<file path="src/uec_pkg.sv">
// Shared constants and carrier types for the endpoint 0 control/status block
package uec_pkg;

  // ----------------------------------------------------------------
  // Register map (byte offsets, low address byte)
  // ----------------------------------------------------------------
  localparam logic [7:0] UEC_CSR0_OFFSET = 8'h00;
  localparam logic [7:0] UEC_NAK_LIMIT_OFFSET = 8'h04;
  localparam logic [7:0] UEC_NAK_LIMIT_RESET = 8'h00;

  // ----------------------------------------------------------------
  // Peripheral-role field positions
  // ----------------------------------------------------------------
  localparam int UEC_P_DROP = 8;
  localparam int UEC_P_SERV_ABORT = 7;
  localparam int UEC_P_SERV_RX = 6;
  localparam int UEC_P_ISSUE_HALT = 5;
  localparam int UEC_P_ABORTED = 4;
  localparam int UEC_P_LAST_DATA = 3;
  localparam int UEC_P_STALL_SENT = 2;

  // ----------------------------------------------------------------
  // Host-role field positions
  // ----------------------------------------------------------------
  localparam int UEC_H_TOG_WREN = 10;
  localparam int UEC_H_TOGGLE = 9;
  localparam int UEC_H_DROP = 8;
  localparam int UEC_H_NAK_TIMEOUT = 7;
  localparam int UEC_H_STATUS = 6;
  localparam int UEC_H_REQ_IN = 5;
  localparam int UEC_H_ERROR = 4;
  localparam int UEC_H_SETUP = 3;
  localparam int UEC_H_STALL_RX = 2;

  // Shared by both layouts
  localparam int UEC_TX_RDY = 1;
  localparam int UEC_RX_RDY = 0;

  // ----------------------------------------------------------------
  // Counts and bus encodings
  // ----------------------------------------------------------------
  localparam logic [1:0] UEC_RETRY_LIMIT = 2'h3;
  localparam logic [1:0] UEC_HTRANS_NONSEQ = 2'h2;

  // Events reported by the protocol engine, one-cycle pulses
  typedef struct packed {
    logic rx_done;
    logic tx_done;
    logic stall_tx;
    logic ctrl_end;
    logic stall_rx;
    logic nak;
    logic no_resp;
    logic toggle_flip;
  } uec_link_ev_t;

  // Controls presented to the protocol engine
  typedef struct packed {
    logic tx_ready;
    logic req_in;
    logic setup_sel;
    logic status_stage;
    logic issue_halt;
    logic last_data;
    logic ep_halted;
    logic toggle;
    logic flush;
    logic irq;
  } uec_link_ctl_t;

endpackage

</file>
<file path="src/uec_ep0_csr.sv">
// Endpoint 0 control/status register block with an AHB-Lite slave port
module uec_ep0_csr #(
  parameter int NAK_W = 8
) (
  input wire logic hclk,
  input wire logic hresetn,
  input wire logic ce,
  input wire logic hsel,
  input wire logic [31:0] haddr,
  input wire logic [1:0] htrans,
  input wire logic hwrite,
  input wire logic [2:0] hsize,
  input wire logic [31:0] hwdata,
  input wire logic hready,
  output logic hreadyout,
  output logic hresp,
  output logic [31:0] hrdata,
  input wire logic host_mode,
  input wire uec_pkg::uec_link_ev_t link_ev,
  output uec_pkg::uec_link_ctl_t link_ctl
);

  // ----------------------------------------------------------------
  // Elaboration checks
  // ----------------------------------------------------------------
  if (NAK_W < 1 || NAK_W > 16) begin : g_bad_nak_w
    $error("NAK_W must lie between 1 and 16");
  end

  // ----------------------------------------------------------------
  // Declarations
  // ----------------------------------------------------------------
  logic hreadyout_q;
  logic hresp_q;
  logic [31:0] hrdata_q;
  logic [7:0] addr_q;
  logic wr_pend_q;
  logic rd_pend_q;
  logic [2:0] size_q;

  logic tx_rdy_q;
  logic rx_rdy_q;
  logic aborted_q;
  logic last_data_q;
  logic issue_halt_q;
  logic stall_sent_q;
  logic nak_to_q;
  logic status_q;
  logic req_q;
  logic error_q;
  logic setup_q;
  logic stall_rx_q;
  logic tog_wren_q;
  logic toggle_q;
  logic flush_q;
  logic irq_q;

  logic [NAK_W-1:0] nak_limit_q;
  logic [NAK_W-1:0] nak_cnt_q;
  logic [1:0] retry_q;

  logic addr_phase;
  logic wr_csr;
  logic wr_nak_limit;
  logic p_wr;
  logic h_wr;
  logic [15:0] wd;
  logic drop_ok;
  logic drop_tx;
  logic drop_rx;
  logic aborted_set;
  logic nak_hit;
  logic err_hit;
  logic new_xfer;
  logic any_resp;
  logic [15:0] csr_rd;
  logic [31:0] rd_val;

  localparam int UEC_TX_RDY_I = uec_pkg::UEC_TX_RDY;
  localparam int UEC_RX_RDY_I = uec_pkg::UEC_RX_RDY;

  // Bit pick from the write word, shared by both layouts
  function automatic logic wbit(input logic [15:0] w, input int pos);
    wbit = w[pos];
  endfunction

  // ----------------------------------------------------------------
  // AHB-Lite slave
  // ----------------------------------------------------------------
  assign addr_phase = hsel && htrans == uec_pkg::UEC_HTRANS_NONSEQ && hready;

  // Writes are zero-wait; reads insert one wait state so that the read
  // word is taken from registered state and reflects a write just before.
  always_ff @(posedge hclk or negedge hresetn) begin
    if (!hresetn) begin
      hreadyout_q <= 1'b1;
      hresp_q <= 1'b0;
      hrdata_q <= 32'h0000_0000;
      addr_q <= 8'h00;
      size_q <= 3'h0;
      wr_pend_q <= 1'b0;
      rd_pend_q <= 1'b0;
    end else if (ce) begin
      hresp_q <= 1'b0;
      wr_pend_q <= 1'b0;
      if (rd_pend_q) begin
        hrdata_q <= rd_val;
        hreadyout_q <= 1'b1;
        rd_pend_q <= 1'b0;
      end
      if (addr_phase) begin
        addr_q <= haddr[7:0];
        size_q <= hsize;
        if (hwrite) begin
          wr_pend_q <= 1'b1;
        end else begin
          rd_pend_q <= 1'b1;
          hreadyout_q <= 1'b0;
        end
      end
    end
  end

  assign hreadyout = hreadyout_q;
  assign hresp = hresp_q;
  assign hrdata = hrdata_q;

  // ----------------------------------------------------------------
  // Write decode
  // ----------------------------------------------------------------
  // Sub-word writes are ignored: a partial word would leave the
  // self-clearing command bits ambiguous.
  assign wr_csr = wr_pend_q && size_q == 3'h2 && addr_q == uec_pkg::UEC_CSR0_OFFSET;
  assign wr_nak_limit = wr_pend_q && size_q == 3'h2 && addr_q == uec_pkg::UEC_NAK_LIMIT_OFFSET;
  assign wd = hwdata[15:0];
  assign p_wr = wr_csr && !host_mode;
  assign h_wr = wr_csr && host_mode;

  // Flush only acts on a pending packet; transmit side goes first
  assign drop_ok = wr_csr && wbit(wd, uec_pkg::UEC_P_DROP) && (tx_rdy_q || rx_rdy_q);
  assign drop_tx = drop_ok && tx_rdy_q;
  assign drop_rx = drop_ok && !tx_rdy_q;

  assign aborted_set = !host_mode && link_ev.ctrl_end && !last_data_q;

  assign new_xfer = h_wr && (wbit(wd, UEC_TX_RDY_I) || wbit(wd, uec_pkg::UEC_H_REQ_IN));
  assign any_resp = link_ev.tx_done || link_ev.rx_done || link_ev.nak || link_ev.stall_rx;

  // Limit of zero leaves the timeout disabled
  assign nak_hit = host_mode && link_ev.nak && !nak_to_q && nak_limit_q != '0 &&
                   nak_cnt_q + NAK_W'(1) >= nak_limit_q;
  assign err_hit = host_mode && link_ev.no_resp && !any_resp &&
                   retry_q + 2'h1 == uec_pkg::UEC_RETRY_LIMIT;

  // ----------------------------------------------------------------
  // Shared packet-ready flags
  // ----------------------------------------------------------------
  always_ff @(posedge hclk or negedge hresetn) begin
    if (!hresetn) begin
      tx_rdy_q <= 1'b0;
      rx_rdy_q <= 1'b0;
    end else if (ce) begin
      if (link_ev.tx_done || drop_tx || aborted_set) begin
        tx_rdy_q <= 1'b0;
      end
      if (wr_csr && wbit(wd, UEC_TX_RDY_I) && !drop_ok) begin
        tx_rdy_q <= 1'b1;
      end
      if (drop_rx || (p_wr && wbit(wd, uec_pkg::UEC_P_SERV_RX)) ||
          (h_wr && !wbit(wd, UEC_RX_RDY_I))) begin
        rx_rdy_q <= 1'b0;
      end
      if (link_ev.rx_done) begin
        rx_rdy_q <= 1'b1;
      end
    end
  end

  // ----------------------------------------------------------------
  // Peripheral-role flags
  // ----------------------------------------------------------------
  always_ff @(posedge hclk or negedge hresetn) begin
    if (!hresetn) begin
      aborted_q <= 1'b0;
      last_data_q <= 1'b0;
      issue_halt_q <= 1'b0;
      stall_sent_q <= 1'b0;
    end else if (ce) begin
      if (p_wr && wbit(wd, uec_pkg::UEC_P_SERV_ABORT)) begin
        aborted_q <= 1'b0;
      end
      if (aborted_set) begin
        aborted_q <= 1'b1;
      end
      if (link_ev.tx_done || link_ev.ctrl_end) begin
        last_data_q <= 1'b0;
      end
      if (p_wr && wbit(wd, uec_pkg::UEC_P_LAST_DATA)) begin
        last_data_q <= 1'b1;
      end
      if (!host_mode && link_ev.stall_tx) begin
        issue_halt_q <= 1'b0;
      end
      if (p_wr && wbit(wd, uec_pkg::UEC_P_ISSUE_HALT)) begin
        issue_halt_q <= 1'b1;
      end
      if (p_wr && !wbit(wd, uec_pkg::UEC_P_STALL_SENT)) begin
        stall_sent_q <= 1'b0;
      end
      if (!host_mode && link_ev.stall_tx) begin
        stall_sent_q <= 1'b1;
      end
    end
  end

  // ----------------------------------------------------------------
  // Host-role flags
  // ----------------------------------------------------------------
  always_ff @(posedge hclk or negedge hresetn) begin
    if (!hresetn) begin
      nak_to_q <= 1'b0;
      status_q <= 1'b0;
      req_q <= 1'b0;
      error_q <= 1'b0;
      setup_q <= 1'b0;
      stall_rx_q <= 1'b0;
    end else if (ce) begin
      if (h_wr && !wbit(wd, uec_pkg::UEC_H_NAK_TIMEOUT)) begin
        nak_to_q <= 1'b0;
      end
      if (nak_hit) begin
        nak_to_q <= 1'b1;
      end
      if (link_ev.tx_done || link_ev.rx_done) begin
        status_q <= 1'b0;
      end
      if (new_xfer && wbit(wd, uec_pkg::UEC_H_STATUS)) begin
        status_q <= 1'b1;
      end
      if (h_wr && wbit(wd, uec_pkg::UEC_H_REQ_IN)) begin
        req_q <= 1'b1;
      end
      if (link_ev.rx_done) begin
        req_q <= 1'b0;
      end
      if (h_wr && !wbit(wd, uec_pkg::UEC_H_ERROR)) begin
        error_q <= 1'b0;
      end
      if (err_hit) begin
        error_q <= 1'b1;
      end
      if (link_ev.tx_done) begin
        setup_q <= 1'b0;
      end
      if (h_wr && wbit(wd, uec_pkg::UEC_H_SETUP) && wbit(wd, UEC_TX_RDY_I)) begin
        setup_q <= 1'b1;
      end
      if (h_wr && !wbit(wd, uec_pkg::UEC_H_STALL_RX)) begin
        stall_rx_q <= 1'b0;
      end
      if (host_mode && link_ev.stall_rx) begin
        stall_rx_q <= 1'b1;
      end
    end
  end

  // ----------------------------------------------------------------
  // Data toggle
  // ----------------------------------------------------------------
  // Status-stage forcing comes last so it overrides a software write
  always_ff @(posedge hclk or negedge hresetn) begin
    if (!hresetn) begin
      tog_wren_q <= 1'b0;
      toggle_q <= 1'b0;
    end else if (ce) begin
      if (link_ev.toggle_flip) begin
        toggle_q <= !toggle_q;
      end
      if (h_wr) begin
        if (tog_wren_q) begin
          toggle_q <= wbit(wd, uec_pkg::UEC_H_TOGGLE);
        end
        tog_wren_q <= wbit(wd, uec_pkg::UEC_H_TOG_WREN);
      end
      if (new_xfer && wbit(wd, uec_pkg::UEC_H_STATUS)) begin
        toggle_q <= 1'b1;
      end
    end
  end

  // ----------------------------------------------------------------
  // NAK and retry counters
  // ----------------------------------------------------------------
  always_ff @(posedge hclk or negedge hresetn) begin
    if (!hresetn) begin
      nak_limit_q <= NAK_W'(uec_pkg::UEC_NAK_LIMIT_RESET);
      nak_cnt_q <= '0;
      retry_q <= 2'h0;
    end else if (ce) begin
      if (wr_nak_limit) begin
        nak_limit_q <= hwdata[NAK_W-1:0];
      end
      if (new_xfer || link_ev.tx_done || link_ev.rx_done || link_ev.stall_rx || nak_hit) begin
        nak_cnt_q <= '0;
      end else if (host_mode && link_ev.nak && !nak_to_q) begin
        nak_cnt_q <= nak_cnt_q + NAK_W'(1);
      end
      if (new_xfer || any_resp || err_hit) begin
        retry_q <= 2'h0;
      end else if (host_mode && link_ev.no_resp) begin
        retry_q <= retry_q + 2'h1;
      end
    end
  end

  // ----------------------------------------------------------------
  // Event pulses to the engine and the interrupt logic
  // ----------------------------------------------------------------
  always_ff @(posedge hclk or negedge hresetn) begin
    if (!hresetn) begin
      flush_q <= 1'b0;
      irq_q <= 1'b0;
    end else if (ce) begin
      flush_q <= drop_ok || aborted_set;
      irq_q <= link_ev.rx_done || (link_ev.tx_done && tx_rdy_q) ||
               aborted_set || err_hit;
    end
  end

  assign link_ctl.tx_ready = tx_rdy_q;
  assign link_ctl.req_in = req_q;
  assign link_ctl.setup_sel = setup_q;
  assign link_ctl.status_stage = status_q;
  assign link_ctl.issue_halt = issue_halt_q;
  assign link_ctl.last_data = last_data_q;
  assign link_ctl.ep_halted = nak_to_q;
  assign link_ctl.toggle = toggle_q;
  assign link_ctl.flush = flush_q;
  assign link_ctl.irq = irq_q;

  // ----------------------------------------------------------------
  // Read mux
  // ----------------------------------------------------------------
  // Command bits (drop, serviced acks) always read back as zero
  always_comb begin
    csr_rd = 16'h0000;
    csr_rd[UEC_TX_RDY_I] = tx_rdy_q;
    csr_rd[UEC_RX_RDY_I] = rx_rdy_q;
    if (host_mode) begin
      csr_rd[uec_pkg::UEC_H_TOG_WREN] = tog_wren_q;
      csr_rd[uec_pkg::UEC_H_TOGGLE] = toggle_q;
      csr_rd[uec_pkg::UEC_H_NAK_TIMEOUT] = nak_to_q;
      csr_rd[uec_pkg::UEC_H_STATUS] = status_q;
      csr_rd[uec_pkg::UEC_H_REQ_IN] = req_q;
      csr_rd[uec_pkg::UEC_H_ERROR] = error_q;
      csr_rd[uec_pkg::UEC_H_SETUP] = setup_q;
      csr_rd[uec_pkg::UEC_H_STALL_RX] = stall_rx_q;
    end else begin
      csr_rd[uec_pkg::UEC_P_ISSUE_HALT] = issue_halt_q;
      csr_rd[uec_pkg::UEC_P_ABORTED] = aborted_q;
      csr_rd[uec_pkg::UEC_P_LAST_DATA] = last_data_q;
      csr_rd[uec_pkg::UEC_P_STALL_SENT] = stall_sent_q;
    end
  end

  always_comb begin
    rd_val = 32'h0000_0000;
    if (addr_q == uec_pkg::UEC_CSR0_OFFSET) begin
      rd_val = {16'h0000, csr_rd};
    end else if (addr_q == uec_pkg::UEC_NAK_LIMIT_OFFSET) begin
      rd_val = 32'(nak_limit_q);
    end
  end

endmodule

</file>
<file path="config.mk">
export PLATFORM = sky130hd
export DESIGN_NAME = uec_ep0_csr
export DESIGN_NICKNAME = d
export VERILOG_FILES = /design/src/uec_pkg.sv /design/src/uec_ep0_csr.sv
export SDC_FILE = /design/constraint.sdc
export NUM_CORES = 1
export LEC_CHECK = 0
export ABC_CLOCK_PERIOD_IN_PS = 2550
export BUFFER_PORTS_ARGS = -buffer_cell sky130_fd_sc_hd__buf_2
export CORE_MARGIN = 5
export CORE_UTILIZATION = 44
export DETAILED_ROUTE_END_ITERATION = 10
export GPL_TIMING_DRIVEN = 1
export PLACE_DENSITY_LB_ADDON = 0.3
export SLEW_MARGIN = 25
export SYNTH_ARGS = -nofsm -noshare
export SYNTH_HDL_FRONTEND = slang
export SYNTH_SLANG_ARGS = --single-unit
export TNS_END_PERCENT = 30
</file>
<file path="constraint.sdc">
create_clock -name hclk -period 2.55 [get_ports hclk]
set_input_delay 0.1275 -clock hclk [delete_from_list [all_inputs] [get_ports hclk]]
set_output_delay 0.1275 -clock hclk [all_outputs]
set_load 0.01 [all_outputs]
</file>
==> results of run 1 <==
==> power by group <==
group / leakage [nW] / internal (mW) / switching, mW
registers: 0.758 / 0.988 / 0.0426
logic: 0.974 / 0.121 / 0.148
clock network: 0.116 / 0.570 / 0.367
==> stage by stage <==
step | cells | setup TNS [ns] | hold slack (ns)
global placement | 457 | 0 | 0.198
global route | 476 | -0.304 | 0.00547
CTS | 474 | 0 | 0.00501
floorplan | 328 | 0 | -0.168
finish | 476 | 0 | 0.0190
detailed placement | 457 | 0 | 0.205
==> timing repair <==
action	in CTS	in global routing
pin swaps	5	10
buffers inserted	0	2
hold endpoints to repair	27	0
hold buffers	1	0
resized for setup	1	15
setup endpoints to repair	2	9
==> area by class of cell <==
type                    instances  area [um2]
fillers                       616        3090
multi-input cells             214        1520
flip-flops and latches         58        1450
repair buffers                 77         449
clock buffers                  10         138
well taps                      96         120
clock inverters                 6        80.1
inverters                      15        56.3
==> kinds of logic after synthesis <==
logic type / after synthesis / synth area share
compound gates: 68 / 0.149
xor+xnor: 5 / 0.0139
fa+ha+maj: 10 / 0.0396
buf+inv: 56 / 0.107
flops: 58 / 0.460
mux: 25 / 0.0887
other cells: 1 / 0.00119
simple gates: 83 / 0.141
==> routing by layer <==
metal | vias up | GRT usage
met2 | 108 | 0.257
met1 | 1163 | 0.255
met3 | 6 | 0.0502
met4 | 0 | 0.0613
li1 | 1188 | -
met5 | - | 0
==> cells in the final DEF, fill, tap and decap left out, types with 3 or more instances in the layout <==
cell type	Yosys	routed
a21oi_1	6	6
a22o_1	3	3
a22oi_1	9	9
a32o_1	8	8
and3_1	6	5
buf_2	2	59
buf_4	33	15
clkbuf_8	0	10
clkinv_2	0	4
conb_1	1	23
dfrtp_1	57	57
ha_1	10	9
inv_1	15	15
mux2_2	24	24
nand2_1	33	33
nand3_1	7	5
nand3_2	1	3
nand4_1	3	3
nor2_1	9	6
nor2_2	0	3
nor2b_1	4	4
nor3_1	3	3
o21ai_0	22	21
o31ai_1	4	4
xor2_1	3	3
==> state kept, by name (all words and copies together) (netlist names), 2 cells and up <==
signal       cells
addr_q           8
nak_cnt_q        8
nak_limit_q      8
retry_q          2
size_q           3
hrdata          10
==> how the worst min path moves through the flow <==
stage / from / end / slack [ns] / cells after the start
6_report: haddr[7] / addr_q[7]$_DFFE_PN0P_ / 0.02 / 2
5_1_grt: haddr[5] / addr_q[5]$_DFFE_PN0P_ / 0.005 / 2
4_1_cts: hsize[1] / size_q[1]$_DFFE_PN0P_ / 0.005 / 2
3_5_place_dp: hresetn / size_q[0]$_DFFE_PN0P_ / 0.20 / 1
3_3_place_gp: hresetn / size_q[2]$_DFFE_PN0P_ / 0.20 / 1
2_1_floorplan: hresetn / aborted_q$_DFFE_PN0P_ / -0.17 / 0
==> impl_results.md, run 1 <==
* Worst-path clk slew at 0.07 ns
* Reg2reg end: nak_cnt_q[5]$_DFFE_PN0P_
* Crit-path max FO at 5
* Critical Path Max Stage Delay at around 0.4 ns
* First-pass iteration count of the detailed router at 4
* Post-synth cell types at 53
* # port buffers at 59
* WL met3 at slightly above 600 um
* Area growth syn-to-layout at 20.8%
* Post-synth top area cell: dfrtp_1
* Outcome: completed
* Drt drc at 0
* Seq/Total Area, Yosys at 0.460
* Routability cong. at 0.859
* Worst Path Buf+Inv at 1
* Top FF cell, synth: dfrtp_1
* Kind of cell adding the most delay to the critical path: compound AO/OA/AOI/OAI gates
* Synth top area share at 0.452
* Worst setup SP type: flop
* Critical path endpoint category: flop
* Tot GR Track Use at 0.178
* Final Setup Violations at 0
* Initial Util at 0.457
* I/O Pins at 128
* RSZ-0062 raised after global routing: yes
* Syn Area/Cell at about 10 um2
* DP Area at ~0.0035 mm2
* Clock sink total at 58
* Vias in the first global route at 2483
* Met2 wire len at about 3100 um
* Largest net degree at the start of global routing at 32
* Routed wire per std cell at 15.4 um
* Worst Path Arrival at 2.65 ns
* Worst slew pin tran at 0.648 ns
* FMAX at 0.411 GHz
* Maximum VDD drop at 0.309 mV
* WL final at 7320 um
* Routed Antenna Nets at 0
* Vias per cell at ~5.2
* CTS H-Tree Depth at 3
* Design Power at 2.24 mW
* CP max-delay cell: dfrtp_1
* Longest Clk Path Bufs at 2
* Top-count cell post-synth: dfrtp_1
* Critical path class: flop to flop
* Top Layer Used: met4
* Worst setup path endpoint: nak_cnt_q[5]$_DFFE_PN0P_
* Fin util at 0.552
* Crit. Startpoint: nak_cnt_q[0]$_DFFE_PN0P_
* Reg2Reg Depth at 12
* Antenna cells at 0
* Top cells by count, synth: 57 x dfrtp_1, 33 x buf_4, 33 x nand2_1
* Initial antenna violation count at 0
* Worst skew pair latency at 0.33 ns
* Initial drt markers at 141
* Die Ht at 94.7 um
* CTS tree: done
* Chip Width at 94.7 um
* TritonCTS Buffers at 9
* Syn Std Cell Area at 0.00316 mm2
* Post-synth ARST share at 1.00
* Nets at ~470
* CTS Root Cell: clkbuf_8
* DP HPWL at approximately 5500 um
* Hold Crit Class: input pin to flop
* WL met1 at 3500 um
* Synthesized instance count at 306
* Via count at 2465
* Critical Path Stages at 12
* Tcrit/Tclk final at 0.955
* Share of layout cells above drive strength 1 at 0.366
* Leakage at approximately 1.8 nW
* GRT Residual Overflow at 0
* Slew HR at 0.568
* Fin. max-slew vios at 0
* Post-route cell area at 0.00381 mm2
* Final WS setup at 0.114 ns
* Global-route wire length before repair at ~12000 um
* Synthesized flop and latch total at 58
* Final Hold Fails at 0
* Number of enable flip-flop cells after synthesis at 0
* Dpl ws at 0.00439 ns
* Flop2flop setup slack at 0.11 ns
* Cell-by-cell trace of the critical path: ha_2, nand3_2, nor2_2, xor2_1, ha_1, and3_1, o2111ai_1, a31oi_2, nor3_4, buf_6, a21oi_1, o22ai_2
* Clk_skew at 0.00526 ns
* Worst reg2reg path startpoint: nak_cnt_q[0]$_DFFE_PN0P_
* Synthesis Warnings at 0
* Max cap viols at 0
* CP required at 2.76 ns
* Core footprint at 0.00691 mm2
* Period minus WS final at approximately 2.4 ns
* Power Dens Cells at 586 mW/mm2
* Ranking of synthesized cells by area: dfrtp_1 45%, mux2_2 8.6%, buf_4 7.8%, ha_1 4.0%, nand2_1 3.9%
* Die area at about 0.0090 mm2
* Site Rows at 30
No activity file was read; power rests on OpenSTA's default activity.
==> run 2: changes to the inputs <==
Settings changed: CTS_BUF_LIST set to sky130_fd_sc_hd__clkbuf_8 sky130_fd_sc_hd__clkbuf_16, GPL_TIMING_DRIVEN 1 to 0.
==> run 2 against run 1 <==
Highest routed layer unchanged. Via count up 8.3%. Worst hold slack better by 0.0047 ns. Global-route usage grew 0.72 points. First-iteration DRC count rose by 16%. Sequential share of layout area down 2.7 points. Count of clock-buffer cells in the layout increased by 2. Critical path type unchanged. Combinational power is 15% higher. Sequential power about the same. Fmax down 2.2%. Non-clock buffer count is 40 higher. Sequential cell count unchanged.
==> impl_results.md, run 2 (same netlist as run 1, synthesis figures left out) <==
* Initial antenna violation count at 0
* Commonest non-fill, non-tap cells in the layout: 60 x buf_2, 57 x dfrtp_1, 48 x buf_4, 33 x nand2_1, 24 x mux2_2
* FMAX at 0.402 GHz
* Period minus WS final at 2.49 ns
* Power Dens Cells at 515 mW/mm2
* Nets at 509
* Final WS setup at about 0.060 ns
* Worst slew pin tran at 0.727 ns
* First-pass iteration count of the detailed router at 4
* Final Hold Fails at 0
* Max cap viols at 0
* Post-route cell area at 0.00411 mm2
* # port buffers at 59
* Worst Path Arrival at around 2.7 ns
* Cell-internal power at about 1.6 mW
* Global-route wire length before repair at 12800 um
* Worst-path clk slew at 0.07 ns
* Routability cong. at 0.819
* Tcrit/Tclk final at 0.976
* CTS tree: done
* Critical path class: flop to flop
* Vias in the first global route at 2643
* Maximum VDD drop at 0.414 mV
* Initial drt markers at 163
* WL final at just under 8000 um
* Switching pwr at 557 uW
* Sw Share at 0.263
* Vias per cell at 5.17
* Clk_skew at 0.00929 ns
* Initial Util at 0.457
* Dpl ws at -0.249 ns
* Chip Width at 94.7 um
* Routed Antenna Nets at 0
* Worst setup SP type: flop
* Hold Crit Class: input pin to flop
* Most common cell after layout, fill and taps aside: buf_2
* Worst skew pair latency at roughly 0.33 ns
* Site Rows at 30
* Clock sink total at 58
* Critical path endpoint category: flop
* Final Setup Violations at 0
* Antenna cells at 0
* Longest Clk Path Bufs at 2
* Core footprint at 0.00691 mm2
* Fin. max-slew vios at 0
* Largest net degree at the start of global routing at between 50 and 60
* Flop pwr share at 0.487
* Die Ht at about 95 um
* Via count at 2669
* DP HPWL at 5690 um
* Clk pwr share at 0.366
* Setup_tns at 0 ns
* Slew HR at 0.515
* CP required at 2.80 ns
* Comb power frac at 0.147
* Crit-path max FO at 4
* Routed wire per std cell at about 15 um
* Tot GR Track Use at 0.185
* CTS Root Cell: clkbuf_8
* GRT Residual Overflow at 0
* Area growth syn-to-layout at 30.1%
* RSZ-0062 raised after global routing: yes
* I/O Pins at 128
* TritonCTS Buffers at 9
* CTS H-Tree Depth at 3
* Die area at between 0.008 and 0.009 mm2
* Max reg flops at 10
* Outcome: completed
* Drt drc at 0
* DP Area at ~0.0037 mm2
* Leakage at 2.01 nW
* Design Power at approximately 2.1 mW
* Share of layout cells above drive strength 1 at 0.417
## run 2: what timing repair did
item / CTS / global route
endpoints found under the hold margin: 57 / 0
pin swaps: 10 / 11
endpoints found under the setup margin: 9 / 9
hold buffers: 1 / 0
resized for setup: 13 / 14
setup buffers: 10 / 6
## run 2: path summary, 6_finish.rpt
check | startpoint | slack, ns | cells past startpoint | end
worst max-delay path | nak_cnt_q[0]$_DFFE_PN0P_ | 0.06 | 12 | nak_cnt_q[5]$_DFFE_PN0P_
worst min-delay path | hwdata[10] | 0.02 | 2 | tog_wren_q$_DFFE_PN0P_
worst max register to register | nak_cnt_q[0]$_DFFE_PN0P_ | 0.06 | 12 | nak_cnt_q[5]$_DFFE_PN0P_
worst min register to register | hrdata[1]$_DFFE_PN0P_ | 0.47 | 2 | hrdata[1]$_DFFE_PN0P_
max in group asynchronous | hresetn | 1.67 | 2 | nak_cnt_q[1]$_DFFE_PN0P_
min in group asynchronous | hresetn | 0.39 | 2 | size_q[2]$_DFFE_PN0P_
## run 2: layer usage
layer / routed length [um] / track usage
met3: 637 / 0.0359
met4: 121 / 0.0781
met5: 0 / 0
met2: 3530 / 0.278
met1: 3550 / 0.260
## run 2: critical path, cell delays in order (launching register included)
cell and delay [ns]:
dfrtp_1 0.37, buf_4 0.14, ha_4 0.16, buf_4 0.15, xor2_1 0.14, ha_1 0.30
and3_1 0.18, o21ai_1 0.20, a31oi_4 0.14, nor3_4 0.25, buf_6 0.15, nand2_2 0.07
o22ai_1 0.16
## run 2: area by class of cell
type                            instances  area, um2
Buffer                                 41        280
Clock buffer                           12        165
Clock inverter                          4       17.5
Fill cell                             614       2800
Inverter                               15       56.3
Multi-Input combinational cell        214       1580
Sequential cell                        58       1450
Tap cell                               96        120
Timing Repair Buffer                   76        435
## run 2: power groups by stage
stage / logic (mW) / registers [mW] / clock network [mW]
floorplan: 0.179 / 1.04 / 0
global placement: 0.287 / 1.05 / 0
detailed placement: 0.293 / 1.05 / 0
CTS: 0.304 / 1.03 / 0.782
global route: 0.347 / 1.04 / 0.828
finish: 0.310 / 1.03 / 0.775
## run 2: stage by stage
step | instances | hold WS (ns) | utilization
floorplan | 328 | -0.168 | -
global placement | 483 | 0.360 | 0.529
detailed placement | 483 | 0.236 | 0.530
CTS | 510 | 0.0136 | 0.577
global route | 516 | 0.0129 | 0.595
finish | 516 | 0.0237 | 0.595
